File: config.mk
export PLATFORM = sky130hd
export DESIGN_NAME = flash_cmd_core
export DESIGN_NICKNAME = d
export VERILOG_FILES = /design/src/flash_cmd_pkg.sv /design/src/flash_cmd_core.sv /design/src/id_rom.sv
export VERILOG_INCLUDE_DIRS = /design/src
export SDC_FILE = /design/constraint.sdc
export NUM_CORES = 1
export LEC_CHECK = 0
export ABC_AREA = 1
export BUFFER_PORTS_ARGS = -buffer_cell sky130_fd_sc_hd__buf_2
export CORE_ASPECT_RATIO = 1.2
export CORE_MARGIN = 2
export CORE_UTILIZATION = 25
export CTS_CLUSTER_SIZE = 12
export DETAILED_ROUTE_END_ITERATION = 10
export PLACE_DENSITY_LB_ADDON = 0.05
export SLEW_MARGIN = 25
export SYNTH_ARGS = -nofsm -noshare
export SYNTH_HDL_FRONTEND = slang
export SYNTH_HIERARCHICAL = 1
export SYNTH_SLANG_ARGS = --single-unit
File: constraint.sdc
create_clock -name core_clk -period 2.35 [get_ports core_clk]
set_clock_uncertainty 0.1 [all_clocks]
set_input_delay 0.1175 -clock core_clk [delete_from_list [all_inputs] [get_ports core_clk]]
set_output_delay 0.1175 -clock core_clk [all_outputs]
set_load 0.02 [all_outputs]
File: src/flash_cmd_regs.svh
// opcodes, timing figures and id store indexes of the flash command interpreter
`ifndef FLASH_CMD_REGS_SVH
`define FLASH_CMD_REGS_SVH

// ****************************************
// opcodes
// ****************************************
`define OP_RESUME 8'h7a
`define OP_SUSPEND 8'h75
`define OP_POWER_DOWN 8'hb9
`define OP_RELEASE_ID 8'hab
`define OP_MFR_DEV_ID 8'h90
`define OP_MFR_DEV_ID_DUAL 8'h92
`define OP_MFR_DEV_ID_QUAD 8'h94
`define OP_UNIQUE_ID 8'h4b

// ****************************************
// timing, in ns unless noted
// ****************************************
`define CORE_CLK_NS 100
`define RESUME_BUSY_NS 200
`define SUSPEND_LATENCY_NS 20000
`define POWER_DOWN_ENTRY_NS 3000
`define WAKE_TIME_NS 3000
`define WAKE_WITH_ID_TIME_NS 1800

// ****************************************
// phase lengths in link clocks, byte indexes of the id store
// ****************************************
`define OPCODE_CLKS 8
`define RELEASE_DUMMY_CLKS 24
`define SINGLE_ADDR_CLKS 24
`define UNIQUE_DUMMY_CLKS 32
`define QUAD_LEAD_DUMMY_CLKS 4
`define MODE_BITS 8
`define IDX_MFR 4'h0
`define IDX_DEV 4'h1
`define IDX_UID_FIRST 4'h2
`define IDX_UID_LAST 4'h9

`endif

File: src/flash_cmd_pkg.sv
// types shared by the flash command interpreter
package flash_cmd_pkg;

    // command sequencer states
    typedef enum logic [1:0] {ST_OPCODE, ST_ADDR, ST_OUT, ST_IGNORE} cmd_state_t;

    // purpose of the shared delay timer
    typedef enum logic [2:0] {T_IDLE, T_RESUME, T_SUSPEND, T_PD_ENTER, T_WAKE} timer_kind_t;

    // device status flags
    typedef struct packed {
        logic busy;
        logic suspend_flag;
        logic power_down;
        logic waking;
    } flags_t;

    // io pad drive
    typedef struct packed {
        logic [3:0] out;
        logic [3:0] oe;
    } io_drive_t;

endpackage

File: src/flash_cmd_core.sv
// serial flash command interpreter: resume, power-down and id reads
`timescale 1ns/100ps
`include "flash_cmd_regs.svh"

// Function
// - resume opcode continues the suspended operation
// - resume accepted only if suspended and idle
// - resume clears suspend now, busy within 200ns
// - suspend lost at power fail ignores resume
// - power-down runs only if cs rises after bit 8
// - power-down entered within entry time after cs
// - powered down, only release opcode is recognised
// - reset always leaves device in normal operation
// - release wakes after wake time, then commands accepted
// - release plus 3 dummies repeats device id byte
// - wake with id read uses shorter wake time
// - release ignored while busy
// - opcode 90h returns manufacturer then device codes
// - opcode 92h dual address and dual id output
// - opcode 94h: dummies, quad address, quad id output
// - four-byte mode lengthens dual/quad address to 32
// - opcode 4Bh plus 4 dummies shifts unique number
// - suspend sets flag now, clears busy within latency
module flash_cmd_core (
    input wire logic core_clk,
    input wire logic nrst,
    input wire logic cs_n_pin,
    input wire logic sck_pin,
    input wire logic [3:0] io_in,
    input wire logic addr4_mode,
    input wire logic op_start,
    input wire logic op_done,
    input wire logic power_fail,
    output flash_cmd_pkg::io_drive_t io_reg,
    output flash_cmd_pkg::flags_t flags_reg,
    output logic resume_req_reg,
    output logic suspend_req_reg
);

    localparam int RESUME_CYC = `RESUME_BUSY_NS / `CORE_CLK_NS;
    localparam int SUS_CYC = `SUSPEND_LATENCY_NS / `CORE_CLK_NS;
    localparam int PD_CYC = `POWER_DOWN_ENTRY_NS / `CORE_CLK_NS;
    localparam int WAKE_CYC = `WAKE_TIME_NS / `CORE_CLK_NS;
    localparam int WAKE_ID_CYC = `WAKE_WITH_ID_TIME_NS / `CORE_CLK_NS;

    // ****************************************
    // helpers
    // ****************************************

    // link clocks after the opcode before data goes out
    function automatic logic [7:0] phase_clks(input logic [7:0] op, input logic a4);
        logic [7:0] addr_bits;
        addr_bits = a4 ? 8'd32 : 8'd24;
        if (op == `OP_RELEASE_ID)
            return 8'(`RELEASE_DUMMY_CLKS);
        else if (op == `OP_MFR_DEV_ID)
            return 8'(`SINGLE_ADDR_CLKS);
        else if (op == `OP_MFR_DEV_ID_DUAL)
            return 8'((addr_bits + 8'(`MODE_BITS)) >> 1);
        else if (op == `OP_MFR_DEV_ID_QUAD)
            return 8'(`QUAD_LEAD_DUMMY_CLKS) + 8'((addr_bits + 8'(`MODE_BITS)) >> 2);
        else if (op == `OP_UNIQUE_ID)
            return 8'(`UNIQUE_DUMMY_CLKS);
        else
            return 8'd0;
    endfunction

    // whether an opcode is taken in the present device state
    function automatic logic allowed(input logic [7:0] op, input flash_cmd_pkg::flags_t f);
        if (f.waking)
            return 1'b0;
        else if (f.power_down)
            return op == `OP_RELEASE_ID && !f.busy;
        else if (op == `OP_RELEASE_ID)
            return !f.busy;
        else
            return op == `OP_RESUME || op == `OP_SUSPEND || op == `OP_POWER_DOWN
                || op == `OP_MFR_DEV_ID || op == `OP_MFR_DEV_ID_DUAL
                || op == `OP_MFR_DEV_ID_QUAD || op == `OP_UNIQUE_ID;
    endfunction

    // output bits per falling edge
    function automatic logic [2:0] out_width(input logic [7:0] op);
        if (op == `OP_MFR_DEV_ID_DUAL)
            return 3'd2;
        else if (op == `OP_MFR_DEV_ID_QUAD)
            return 3'd4;
        else
            return 3'd1;
    endfunction

    // byte after the current one; id sequences wrap forever
    function automatic logic [3:0] next_idx(input logic [7:0] op, input logic [3:0] idx);
        if (op == `OP_RELEASE_ID)
            return `IDX_DEV;
        else if (op == `OP_UNIQUE_ID)
            return (idx == `IDX_UID_LAST) ? `IDX_UID_FIRST : idx + 4'h1;
        else
            return idx ^ 4'h1;
    endfunction

    // ****************************************
    // pin synchronisers
    // ****************************************
    logic sck_s1_reg;
    logic sck_s2_reg;
    logic sck_s3_reg;
    logic cs_n_s1_reg;
    logic cs_n_s2_reg;
    logic cs_n_s3_reg;
    logic [3:0] io_s1_reg;
    logic [3:0] io_s2_reg;

    // two flops before use; third stage only for edge finding
    always_ff @(posedge core_clk)
    begin
        if (!nrst)
        begin
            sck_s1_reg <= 1'b0;
            sck_s2_reg <= 1'b0;
            sck_s3_reg <= 1'b0;
            cs_n_s1_reg <= 1'b1;
            cs_n_s2_reg <= 1'b1;
            cs_n_s3_reg <= 1'b1;
            io_s1_reg <= 4'h0;
            io_s2_reg <= 4'h0;
        end
        else
        begin
            sck_s1_reg <= sck_pin;
            sck_s2_reg <= sck_s1_reg;
            sck_s3_reg <= sck_s2_reg;
            cs_n_s1_reg <= cs_n_pin;
            cs_n_s2_reg <= cs_n_s1_reg;
            cs_n_s3_reg <= cs_n_s2_reg;
            io_s1_reg <= io_in;
            io_s2_reg <= io_s1_reg;
        end
    end

    logic sck_rise;
    logic sck_fall;
    logic cs_rise;
    logic cs_low;
    assign sck_rise = sck_s2_reg && !sck_s3_reg;
    assign sck_fall = !sck_s2_reg && sck_s3_reg;
    assign cs_rise = cs_n_s2_reg && !cs_n_s3_reg;
    assign cs_low = !cs_n_s2_reg;

    // ****************************************
    // command sequencer
    // ****************************************
    flash_cmd_pkg::cmd_state_t state_reg;
    logic [7:0] opcode_reg;
    logic [7:0] cmd_reg;
    logic [7:0] plen_reg;
    logic [7:0] cnt_reg;
    logic [7:0] op_full;
    logic op_taken;
    logic enter_out;
    assign op_full = {opcode_reg[6:0], io_s2_reg[0]};
    assign op_taken = sck_rise && cs_low && state_reg == flash_cmd_pkg::ST_OPCODE
        && cnt_reg == 8'(`OPCODE_CLKS - 1);
    assign enter_out = sck_rise && cs_low && state_reg == flash_cmd_pkg::ST_ADDR
        && plen_reg != 8'd0 && cnt_reg + 8'd1 == 8'(`OPCODE_CLKS) + plen_reg;

    // sample on rising link clock, restart on every cs rise
    always_ff @(posedge core_clk)
    begin
        if (!nrst)
        begin
            state_reg <= flash_cmd_pkg::ST_OPCODE;
            opcode_reg <= 8'h00;
            cmd_reg <= 8'h00;
            plen_reg <= 8'd0;
            cnt_reg <= 8'd0;
        end
        else if (cs_rise)
        begin
            state_reg <= flash_cmd_pkg::ST_OPCODE;
            cnt_reg <= 8'd0;
            cmd_reg <= 8'h00;
        end
        else if (sck_rise && cs_low)
        begin
            cnt_reg <= (cnt_reg == 8'hff) ? cnt_reg : cnt_reg + 8'd1;
            case (state_reg)
                flash_cmd_pkg::ST_OPCODE:
                begin
                    opcode_reg <= op_full;
                    if (op_taken && !allowed(op_full, flags_reg))
                        state_reg <= flash_cmd_pkg::ST_IGNORE;
                    else if (op_taken)
                    begin
                        cmd_reg <= op_full;
                        plen_reg <= phase_clks(op_full, addr4_mode);
                        state_reg <= flash_cmd_pkg::ST_ADDR;
                    end
                end
                flash_cmd_pkg::ST_ADDR:
                begin
                    if (enter_out)
                        state_reg <= flash_cmd_pkg::ST_OUT;
                end
                default:
                begin
                end
            endcase
        end
    end

    // ****************************************
    // command execution at cs rise
    // ****************************************
    flash_cmd_pkg::timer_kind_t tmr_kind_reg;
    logic [15:0] tmr_reg;
    logic exec_ok;
    logic tmr_idle;
    logic tmr_expire;
    logic resume_go;
    logic suspend_go;
    logic pd_go;
    logic wake_go;
    logic wake_id;
    // single-byte commands run only when cs rose right after bit 8
    assign exec_ok = cs_rise && state_reg == flash_cmd_pkg::ST_ADDR
        && cnt_reg == 8'(`OPCODE_CLKS);
    assign tmr_idle = tmr_kind_reg == flash_cmd_pkg::T_IDLE;
    assign tmr_expire = !tmr_idle && tmr_reg == 16'd1;
    assign resume_go = exec_ok && cmd_reg == `OP_RESUME && flags_reg.suspend_flag
        && !flags_reg.busy && tmr_idle;
    assign suspend_go = exec_ok && cmd_reg == `OP_SUSPEND && !flags_reg.suspend_flag
        && flags_reg.busy && tmr_idle;
    assign pd_go = exec_ok && cmd_reg == `OP_POWER_DOWN && tmr_idle;
    assign wake_id = state_reg == flash_cmd_pkg::ST_OUT;
    assign wake_go = cs_rise && cmd_reg == `OP_RELEASE_ID && flags_reg.power_down
        && (exec_ok || wake_id) && tmr_idle;

    // one shared timer; a command finding it running is dropped
    always_ff @(posedge core_clk)
    begin
        if (!nrst)
        begin
            tmr_kind_reg <= flash_cmd_pkg::T_IDLE;
            tmr_reg <= 16'd0;
        end
        else if (resume_go)
        begin
            tmr_kind_reg <= flash_cmd_pkg::T_RESUME;
            tmr_reg <= 16'(RESUME_CYC);
        end
        else if (suspend_go)
        begin
            tmr_kind_reg <= flash_cmd_pkg::T_SUSPEND;
            tmr_reg <= 16'(SUS_CYC);
        end
        else if (pd_go)
        begin
            tmr_kind_reg <= flash_cmd_pkg::T_PD_ENTER;
            tmr_reg <= 16'(PD_CYC);
        end
        else if (wake_go)
        begin
            tmr_kind_reg <= flash_cmd_pkg::T_WAKE;
            tmr_reg <= wake_id ? 16'(WAKE_ID_CYC) : 16'(WAKE_CYC);
        end
        else if (tmr_expire)
            tmr_kind_reg <= flash_cmd_pkg::T_IDLE;
        else if (!tmr_idle)
            tmr_reg <= tmr_reg - 16'd1;
    end

    // ****************************************
    // status flags and array requests
    // ****************************************
    // power fail drops the suspension, so a later resume finds nothing
    always_ff @(posedge core_clk)
    begin
        if (!nrst)
        begin
            flags_reg <= '0;
            resume_req_reg <= 1'b0;
            suspend_req_reg <= 1'b0;
        end
        else
        begin
            resume_req_reg <= resume_go;
            suspend_req_reg <= suspend_go;
            if (power_fail)
            begin
                flags_reg.suspend_flag <= 1'b0;
                flags_reg.busy <= 1'b0;
            end
            else
            begin
                if (resume_go)
                    flags_reg.suspend_flag <= 1'b0;
                else if (suspend_go)
                    flags_reg.suspend_flag <= 1'b1;
                if (tmr_expire && tmr_kind_reg == flash_cmd_pkg::T_RESUME)
                    flags_reg.busy <= 1'b1;
                else if (op_start)
                    flags_reg.busy <= 1'b1;
                else if (op_done && !flags_reg.suspend_flag)
                    flags_reg.busy <= 1'b0;
                else if (tmr_expire && tmr_kind_reg == flash_cmd_pkg::T_SUSPEND)
                    flags_reg.busy <= 1'b0;
            end
            if (tmr_expire && tmr_kind_reg == flash_cmd_pkg::T_PD_ENTER)
                flags_reg.power_down <= 1'b1;
            else if (tmr_expire && tmr_kind_reg == flash_cmd_pkg::T_WAKE)
                flags_reg.power_down <= 1'b0;
            if (wake_go)
                flags_reg.waking <= 1'b1;
            else if (tmr_expire && tmr_kind_reg == flash_cmd_pkg::T_WAKE)
                flags_reg.waking <= 1'b0;
        end
    end

    // ****************************************
    // id output shifter
    // ****************************************
    logic [3:0] byte_idx_reg;
    logic [2:0] pos_reg;
    logic [2:0] width;
    logic [7:0] rom_data;
    logic [7:0] shifted;
    assign width = out_width(cmd_reg);
    assign shifted = rom_data >> (pos_reg - (width - 3'd1));

    id_rom u_id_rom (
        .core_clk(core_clk),
        .nrst(nrst),
        .addr(byte_idx_reg),
        .rd_data_reg(rom_data)
    );

    // change pads on falling link clock, msb first; release at cs rise
    always_ff @(posedge core_clk)
    begin
        if (!nrst || cs_rise)
        begin
            io_reg <= '0;
            byte_idx_reg <= `IDX_MFR;
            pos_reg <= 3'd7;
        end
        else if (enter_out)
        begin
            pos_reg <= 3'd7;
            if (cmd_reg == `OP_RELEASE_ID)
                byte_idx_reg <= `IDX_DEV;
            else if (cmd_reg == `OP_UNIQUE_ID)
                byte_idx_reg <= `IDX_UID_FIRST;
            else
                byte_idx_reg <= `IDX_MFR;
        end
        else if (sck_fall && cs_low && state_reg == flash_cmd_pkg::ST_OUT)
        begin
            if (width == 3'd4)
            begin
                io_reg.out <= shifted[3:0];
                io_reg.oe <= 4'hf;
            end
            else if (width == 3'd2)
            begin
                io_reg.out <= {2'b00, shifted[1:0]};
                io_reg.oe <= 4'h3;
            end
            else
            begin
                io_reg.out <= {2'b00, shifted[0], 1'b0};
                io_reg.oe <= 4'h2;
            end
            if (pos_reg < width)
            begin
                pos_reg <= 3'd7;
                byte_idx_reg <= next_idx(cmd_reg, byte_idx_reg);
            end
            else
                pos_reg <= pos_reg - width;
        end
    end
endmodule // flash_cmd_core

File: src/id_rom.sv
// identification byte store with registered read
`timescale 1ns/100ps

module id_rom #(
    parameter logic [7:0] MFR_ID = 8'h5a,               // arbitrary value
    parameter logic [7:0] DEV_ID = 8'h21,               // arbitrary value
    parameter logic [63:0] UNIQUE_ID = 64'h0123_4567_89ab_cdef // arbitrary value
)(
    input wire logic core_clk,
    input wire logic nrst,
    input wire logic [3:0] addr,
    output logic [7:0] rd_data_reg
);

    // registered read so the pad mux sees a stable byte
    always_ff @(posedge core_clk)
    begin
        if (!nrst)
            rd_data_reg <= 8'h00;
        else if (addr == `IDX_MFR)
            rd_data_reg <= MFR_ID;
        else if (addr == `IDX_DEV)
            rd_data_reg <= DEV_ID;
        else if (addr >= `IDX_UID_FIRST && addr <= `IDX_UID_LAST)
            rd_data_reg <= UNIQUE_ID[8'(8'd63 - 8'({4'h0, addr - `IDX_UID_FIRST} << 3)) -: 8];
        else
            rd_data_reg <= 8'h00;
    end

endmodule // id_rom

* Yosys cells after proc, flatten, opt, wreduce, memory -nomap -nowiden
Index checks and enable logic that the tools add are counted.
Storage, ports and cells: register bits 89, output and inout bits 14, logic and storage cells 237
Operators by class: add/sub/neg operators 11, order comparisons 3, equal/unequal tests 40, shifts and indexed selects 2, multiplexer cells 52, bitwise gates (word level) 7, reductions and logical operators 88
Operators with widths (count):
- $eq 8x8->1 const B | 10
- $shiftx 71x9->8 const A | 1
- $eq 8x7->1 const B | 6
- $mux 16 | 3
- $mux 6 | 7
- $logic_and 1x1->1 | 36
- $mux 4 | 7
- $mux 8 | 3
- $mux 7 | 3
- $eq 16x1->1 const B | 1
- $mux 2 | 8
- $sub 16x1->16 const B | 1
- $mux 1 | 15
- $mux 3 | 5
- $reduce_and 2->1 | 7
- $reduce_bool 2->1 | 6
- $ne 5x1->1 const B | 2
- $reduce_or 2->1 | 5
- $eq 3x2->1 const B | 3
- $logic_not 1->1 | 9
- $add 4x8->8 const A | 1
- $add 8x1->8 const B | 1
- $eq 8x3->1 const B | 1
- $eq 8x4->1 const B | 1
- 38 further kinds | 61

* Logic depth before layout (Yosys ltp)
Gate-level depths: netlist (run 1).
depth in word-level cells 18, gate-level depth with buffers 18

* Modules after synthesis
Netlist (run 1), hierarchy kept.
By module, submodules not included:
- flash_cmd_core | instances 1, cells each 726, area each 4598.2 um2
- id_rom | instances 1, cells each 42, area each 350.3 um2

* Least setup slack after synthesis (run 1)
OpenSTA, ideal clock, no wires.
path type register to register, from register cmd_reg[1], to register io_reg[5] in the netlist's numbering, setup time 117 ps, arrival time 2110 ps, required time 2133 ps, slack 24 ps, stages on the path, launching flop included 16, buffers on the path 0, path through dfxtp_1 -> inv_1 -> nor2_1 -> nand3_1 -> nor2_1 -> nor2_1 -> inv_1 -> ha_1 -> ha_1 -> xor2_1 -> xor2_1 -> o21ai_0 -> nand2_1 -> nand3_1 -> o211ai_1 -> inv_1
On the way: word-level cells in the longest chain between the ends 8, elaborated cells on any way between the ends 11
RTL lines:
- start: declaration | RTL line flash_cmd_core.sv:155 | logic [7:0] cmd_reg;
- start signal: assignment | RTL line flash_cmd_core.sv:195 | cmd_reg <= op_full;
- $eq 8x8->1 (no line)
- $mux 3 | RTL line flash_cmd_core.sv:86 | else if (op == `OP_MFR_DEV_ID_QUAD)
- $mux 3 (*) | RTL line flash_cmd_core.sv:84 | if (op == `OP_MFR_DEV_ID_DUAL)
- $sub 3x1->3 | RTL line flash_cmd_core.sv:329 | assign shifted = rom_data >> (pos_reg - (width - 3'd1));
- $sub 3x3->3 | RTL line flash_cmd_core.sv:329
- $shr 8x3->4 | RTL line flash_cmd_core.sv:329
- $mux 6 | RTL line flash_cmd_core.sv:364 | else if (width == 3'd2)
- $mux 8 (*) | RTL line flash_cmd_core.sv:359 | if (width == 3'd4)
- end: declaration | RTL line flash_cmd_core.sv:34 | output flash_cmd_pkg::io_drive_t io_reg,
Mark *: on every way between the ends. The rest lies on a longest branch, timed or not. A chain may end at the register's enable or synchronous reset.

* Worst setup path in the final report (run 1)
Ends and elaborated chain as after synthesis.

==> flow_metrics.env, run 1 <==
export IMPL_status="completed"
export IMPL_startpoint_type="flop"
export IMPL_r2r_cells=15
export IMPL_gr_total_overflow=0
export IMPL_drv_slew=0
export IMPL_synthXorXnorAreaFrac=0.0283
export IMPL_postSynthCellCount=768
export IMPL_cts_max_level=3
export IMPL_dieHeight_um=158
export IMPL_syn_avg_cell_area_um2=6.44
export IMPL_vias=4759
export IMPL_arrival_ns=2.45
export IMPL_grt_max_degree=23
export IMPL_whs_ns=0.161
export IMPL_syn_to_final_growth_pct=24.9
export IMPL_placed_area_um2=5630
export IMPL_max_freq_mhz=444
export IMPL_rsz0062_at_grt="true"
export IMPL_rows=56
export IMPL_relSlewSlack=0.742
export IMPL_synthArstFlopShare=0
export IMPL_synthAdderAreaFrac=0.0445
export IMPL_r2r_setup_slack_ns=0.1
export IMPL_place_gp_congestion=0.813
export IMPL_yosysWarningCount=6
export IMPL_synth_nets=797
export IMPL_hold_start="op_done"
export IMPL_synth_compound_area_frac=0.108
export IMPL_design_area_um2=6180
export IMPL_grt_pass1_vias=4661
export IMPL_ys_ff_latch=85
export IMPL_finalPower_w=0.00297
export IMPL_worst_pin_slew_ns=0.385
export IMPL_ir_drop_mv=0.313
export IMPL_dp_slack_ns=-0.250
export IMPL_wl_per_cell_um=12.4
export IMPL_hold_path_class="in2reg"
export IMPL_antennaDiodeCount=0
export IMPL_final_cell_mix="nand2_1, nor2_1, inv_1"
export IMPL_ant_nets=0
export IMPL_period_share=0.959
export IMPL_first_pass_iters=6
export IMPL_ys_seq_area_frac=0.344
export IMPL_synth_mux_area_frac=0
export IMPL_ios=26
export IMPL_start_util=0.254
export IMPL_routed_via_density=4.32
export IMPL_maxCapViolCount=0
export IMPL_syn_cell_area_um2=4950
export IMPL_r2r_end="io_reg[5]"
export IMPL_drc=0
export IMPL_cts_tree="done"
export IMPL_final_nets=865
export IMPL_hold_path_depth=6
export IMPL_antenna_found_initial=0
export IMPL_drive_gt1_frac=0.165
export IMPL_timing_final_crit_period_ns=2.25
export IMPL_grtUsageTotal=0.136
export IMPL_endpoint_kind="flop"
export IMPL_clock_root_buffer="clkbuf_16"
export IMPL_synth_edf_count=0
export IMPL_ys_types=38
export IMPL_worstSetupPathType="reg2reg"
export IMPL_first_iter_violations=230
export IMPL_cts_buffer_depth=2
export IMPL_r2r_start="cmd_reg[1]"
export IMPL_grt_pass1_wl_mm=22.6
export IMPL_hpwl_mm=10.5
export IMPL_finalSetupViolations=0
export IMPL_synth_simple_gate_area_frac=0.376
export IMPL_numCtsBuffers=9
export IMPL_die_x_um=132
export IMPL_hold_viol_final=0
export IMPL_fin_ws_ns=0.0966
export IMPL_clk_latency_ns=0.35
export IMPL_cellLeakagePower_nw=2.90
export IMPL_cts_sinks=85
export IMPL_setup_tns_ns=0
export IMPL_cts_clk_slew_worst_paths_ns=0.07
export IMPL_p_per_area_nw_per_um2=481
export IMPL_synth_top_family_by_area="simple AND/OR/NAND/NOR gates"
export IMPL_mostFrequentLayoutCell="nand2_1"
export IMPL_dieArea_um2=20900
export IMPL_postRouteWirelength_mm=13.6
export IMPL_holdPathEnd="flags_reg[3]"
export IMPL_synthFlopType="dfxtp_1"
export IMPL_critPathRequiredTime_ns=2.54
export IMPL_portBuffers=22
export IMPL_coreArea_um2=19500
export IMPL_critPathMaxFanout=3
export IMPL_largest_register_ffs=16
how the worst max path moves through the flow:
stage          startpoint  cells past startpoint         to  slack, ns
3_3_place_gp   cmd_reg[6]                     16  io_reg[5]      -0.19
5_1_grt        cmd_reg[1]                     15  io_reg[5]      -0.05
4_1_cts        cmd_reg[6]                     17  io_reg[5]      0.007
2_1_floorplan  cmd_reg[1]                     15  io_reg[5]       0.02
3_5_place_dp   cmd_reg[6]                     15  io_reg[5]      -0.25
6_report       cmd_reg[1]                     15  io_reg[5]        0.1
logic make-up (layout without fill, tap and decap cells):
logic type,Yosys count,after routing
flops,85,85
simple gates,422,422
compound gates,100,100
fa+ha+maj,17,17
buf+inv,128,200
xor+xnor,16,16
timing repair:
item                       CTS  global route
hold endpoints to repair     7             0
setup endpoints to repair    6            20
hold buffers                 7             0
pin swaps                    3            10
resized for setup           23            23
setup buffers                0             2
report_power, final:
part           internal (W)  switching (W)
Combinational     0.0000356      0.0000650
Clock              0.000796       0.000610
Sequential          0.00145     0.00000953
Total               0.00229       0.000685
final cells by class:
type / count / area [um2]
Clock buffer: 12 / 267
Clock inverter: 3 / 20.0
Fill cell: 2182 / 13300
Inverter: 116 / 438
Multi-Input combinational cell: 555 / 2930
Sequential cell: 85 / 1710
Tap cell: 261 / 327
Timing Repair Buffer: 69 / 493
layer usage:
layer	share of wire	track usage
met4	0.011	0.0481
met2	0.49	0.245
met1	0.47	0.163
met5	0	0
met3	0.030	0.0243
synth_stat cells (2+ instances only):
master,instances,share of area
nand2_1,202,0.15
nor2_1,114,0.086
inv_1,107,0.081
dfxtp_1,85,0.34
nand3_1,46,0.047
a21oi_1,41,0.041
o21ai_0,38,0.038
ha_1,16,0.040
nor3_1,15,0.015
nand4_1,13,0.016
xor2_1,10,0.018
nand3_2,9,0.018
clkbuf_1,7,0.0053
o21ai_1,7,0.0071
inv_2,6,0.0046
nand3b_1,6,0.0091
xnor2_1,6,0.011
o211ai_1,4,0.0061
or2_2,4,0.0051
a31oi_1,3,0.0038
buf_2,3,0.0030
clkinv_1,3,0.0023
nor2_2,3,0.0038
buf_4,2,0.0030
nand2_2,2,0.0025
nor2_4,2,0.0046
nor3_4,2,0.0066
o21bai_1,2,0.0030
critical path, stage by stage, from the launching register on:
cell,delay [ns]
dfxtp_2,0.34
inv_2,0.06
nor2_4,0.11
nand3_2,0.09
nor2_4,0.20
ha_4,0.24
inv_4,0.06
ha_4,0.15
xor2_4,0.20
xor2_2,0.21
nand2_1,0.09
o21ai_2,0.07
nand2_1,0.07
nand3_1,0.06
o211ai_1,0.09
inv_1,0.06
per-stage QoR:
stage               cells  utilization
floorplan             768            -
global placement     1077        0.289
detailed placement   1077        0.289
CTS                  1099        0.313
global route         1101        0.317
finish               1101        0.317
(Power assumes the default switching activity.)
==> run 2: changes to the inputs <==
--- a/config.mk
+++ b/config.mk
@@ -10,11 +10,12 @@
 export BUFFER_PORTS_ARGS = -buffer_cell sky130_fd_sc_hd__buf_2
 export CORE_ASPECT_RATIO = 1.2
 export CORE_MARGIN = 2
-export CORE_UTILIZATION = 25
+export CORE_UTILIZATION = 55
+export CTS_BUF_LIST = sky130_fd_sc_hd__clkbuf_8
 export CTS_CLUSTER_SIZE = 12
 export DETAILED_ROUTE_END_ITERATION = 10
 export PLACE_DENSITY_LB_ADDON = 0.05
-export SLEW_MARGIN = 25
+export SLEW_MARGIN = 20
 export SYNTH_ARGS = -nofsm -noshare
 export SYNTH_HDL_FRONTEND = slang
 export SYNTH_HIERARCHICAL = 1
==> run 2 against run 1 <==
Compared with the run above: non-clock buffer count decreased by 9; flip-flop and latch count unchanged; first-iteration DRC count decreased by 10%; utilization increased by 36 points; routed wire length decreased by 12%; sequential power about the same; global-route usage increased by 12 points; final area decreased by 5.3%; total power decreased by 8.0%; die area decreased by 53%; critical path type unchanged; largest cell class unchanged; largest power group unchanged.
==> flow_metrics.env, run 2 (synthesized netlist as in run 1, its figures left out) <==
export IMPL_wl_per_cell_um=12.6
export IMPL_syn_to_final_growth_pct=18.3
export IMPL_setup_tns_ns=0
export IMPL_crit_family="simple AND/OR/NAND/NOR gates"
export IMPL_cp_cell_sequence="inv_2 > nor2_4 > nand3_2 > nor2_4 > nor2_4 > ha_4 > or2_2 > o21ai_1 > o21ai_0 > nand2_1 > o21ai_2 > nand2_1 > nand3_1 > o211ai_1 > inv_1"
export IMPL_swShare=0.218
export IMPL_place_gp_congestion=0.889
export IMPL_worstSetupPathType="reg2reg"
export IMPL_status="completed"
export IMPL_antennaDiodeCount=0
export IMPL_drv_slew=0
export IMPL_rsz0062_at_grt="true"
export IMPL_vias=4901
export IMPL_maxCapViolCount=0
export IMPL_p_int_w=0.00214
export IMPL_clock_root_buffer="clkbuf_8"
export IMPL_final_nets=856
export IMPL_grt_pass1_wl_mm=20.5
export IMPL_dieArea_um2=9780
export IMPL_dieHeight_um=108
export IMPL_ios=26
export IMPL_clk_latency_ns=0.37
export IMPL_grt_pass1_vias=4731
export IMPL_cts_clk_slew_worst_paths_ns=0.08
export IMPL_critPathRequiredTime_ns=2.52
export IMPL_max_freq_mhz=427
export IMPL_power_sequential_fraction=0.535
export IMPL_cellLeakagePower_nw=2.84
export IMPL_startpoint_type="flop"
export IMPL_timing_final_crit_period_ns=2.34
export IMPL_antenna_found_initial=0
export IMPL_routed_via_density=5.16
export IMPL_worst_pin_slew_ns=0.513
export IMPL_first_pass_iters=5
export IMPL_netSwitchingPower_w=0.000596
export IMPL_rows=37
export IMPL_die_x_um=90.6
export IMPL_grt_max_degree=28
export IMPL_numCtsBuffers=9
export IMPL_ir_drop_mv=0.301
export IMPL_hpwl_mm=8.76
export IMPL_period_share=0.997
export IMPL_cts_buffer_depth=2
export IMPL_coreArea_um2=8660
export IMPL_cp_slowest_cell="dfxtp_2"
export IMPL_whs_ns=0.0572
export IMPL_ant_nets=0
export IMPL_p_per_area_nw_per_um2=467
export IMPL_final_cell_mix="nand2_1, nor2_1, inv_1"
export IMPL_start_util=0.572
export IMPL_first_iter_violations=206
export IMPL_mostFrequentLayoutCell="nand2_1"
export IMPL_critPathMaxFanout=11
export IMPL_p_clk_frac=0.430
export IMPL_gr_total_overflow=0
export IMPL_largest_register_ffs=16
export IMPL_drive_gt1_frac=0.155
export IMPL_cts_sinks=85
export IMPL_portBuffers=22
export IMPL_cts_max_level=3
export IMPL_endpoint_kind="flop"
export IMPL_postRouteWirelength_mm=11.9
export IMPL_drc=0
export IMPL_p_comb_frac=0.035
export IMPL_hold_viol_final=0
export IMPL_slowest_delay_ns=0.34
export IMPL_hold_path_class="in2reg"
export IMPL_grtUsageTotal=0.256
export IMPL_arrival_ns=2.51
export IMPL_critPathMostFrequentCell="nor2_4"
export IMPL_r2r_setup_slack_ns=0.006
export IMPL_relSlewSlack=0.656
export IMPL_finalSetupViolations=0
export IMPL_path_buf_inv=2
export IMPL_cts_tree="done"
[run 2: cell types whose count changed in the layout (fill, tap and decap cells not counted), moves of 2 or more]
cell | before | now
clkbuf_16 | 9 | 0
clkbuf_8 | 3 | 11
buf_4 | 39 | 32
bufinv_16 | 0 | 2
clkinvlp_4 | 2 | 0
inv_1 | 101 | 103
o21ai_0 | 34 | 36
o21ai_1 | 10 | 8
[run 2: layout make-up]
| type | count | area, um2 |
|---|---|---|
| fill | 798 | 2800 |
| clock buffer | 11 | 151 |
| inverter | 116 | 438 |
| timing repair buffer | 60 | 410 |
| multi-input combinational | 555 | 2930 |
| tap | 117 | 146 |
| sequential | 85 | 1700 |
| clock inverter | 5 | 73.8 |
[run 2: metrics by stage]
step	setup slack, ns	total power, W	util	instance area (um2)	std cells
2_1_floorplan	0.0239	0.00155	-	4950	768
3_3_place_gp	-0.0776	0.00158	0.620	5370	924
3_5_place_dp	-0.181	0.00158	0.620	5370	924
4_1_cts	0.0101	0.00275	0.661	5720	946
5_1_grt	-0.126	0.00282	0.676	5850	949
6_report	0.00609	0.00273	0.676	5850	949
[run 2: power by group through the flow]
stage	Clock (W)	Combinational, W	Sequential (W)
floorplan	0	0.0000559	0.00149
global placement	0	0.0000843	0.00149
detailed placement	0	0.0000864	0.00150
CTS	0.00119	0.0000947	0.00146
global route	0.00124	0.000109	0.00146
finish	0.00117	0.0000957	0.00146
[run 2: timing repair]
item / in CTS / in global routing
endpoints found under the setup margin: 4 / 11
cloned: 0 / 0
hold buffers: 6 / 0
resized for setup: 14 / 28
pin swaps: 3 / 11
buffers inserted: 0 / 3
hold endpoints to repair: 6 / 0
[run 2: worst paths after layout]
check,to,cells past startpoint,from
setup / recovery,io_reg[5],15,cmd_reg[1]
hold / removal,suspend_req_reg,3,nrst
setup reg to reg,io_reg[5],15,cmd_reg[1]
hold reg to reg,io_s2_reg[0],2,io_s1_reg[0]
[run 2: per-layer routing]
layer | routed length, um | track usage | vias up
met3 | 460 | 0.0441 | 18
met1 | 5220 | 0.299 | 2237
met2 | 6030 | 0.469 | 107
li1 | - | - | 2539
met4 | 221 | 0.0945 | 0
met5 | 0 | 0 | -
[run 2: tightest hold or removal path: cells and delay by family]
family,cells,cell delay (ns)
buffers and inverters,2,0.25
and+or+nand+nor,1,0.12
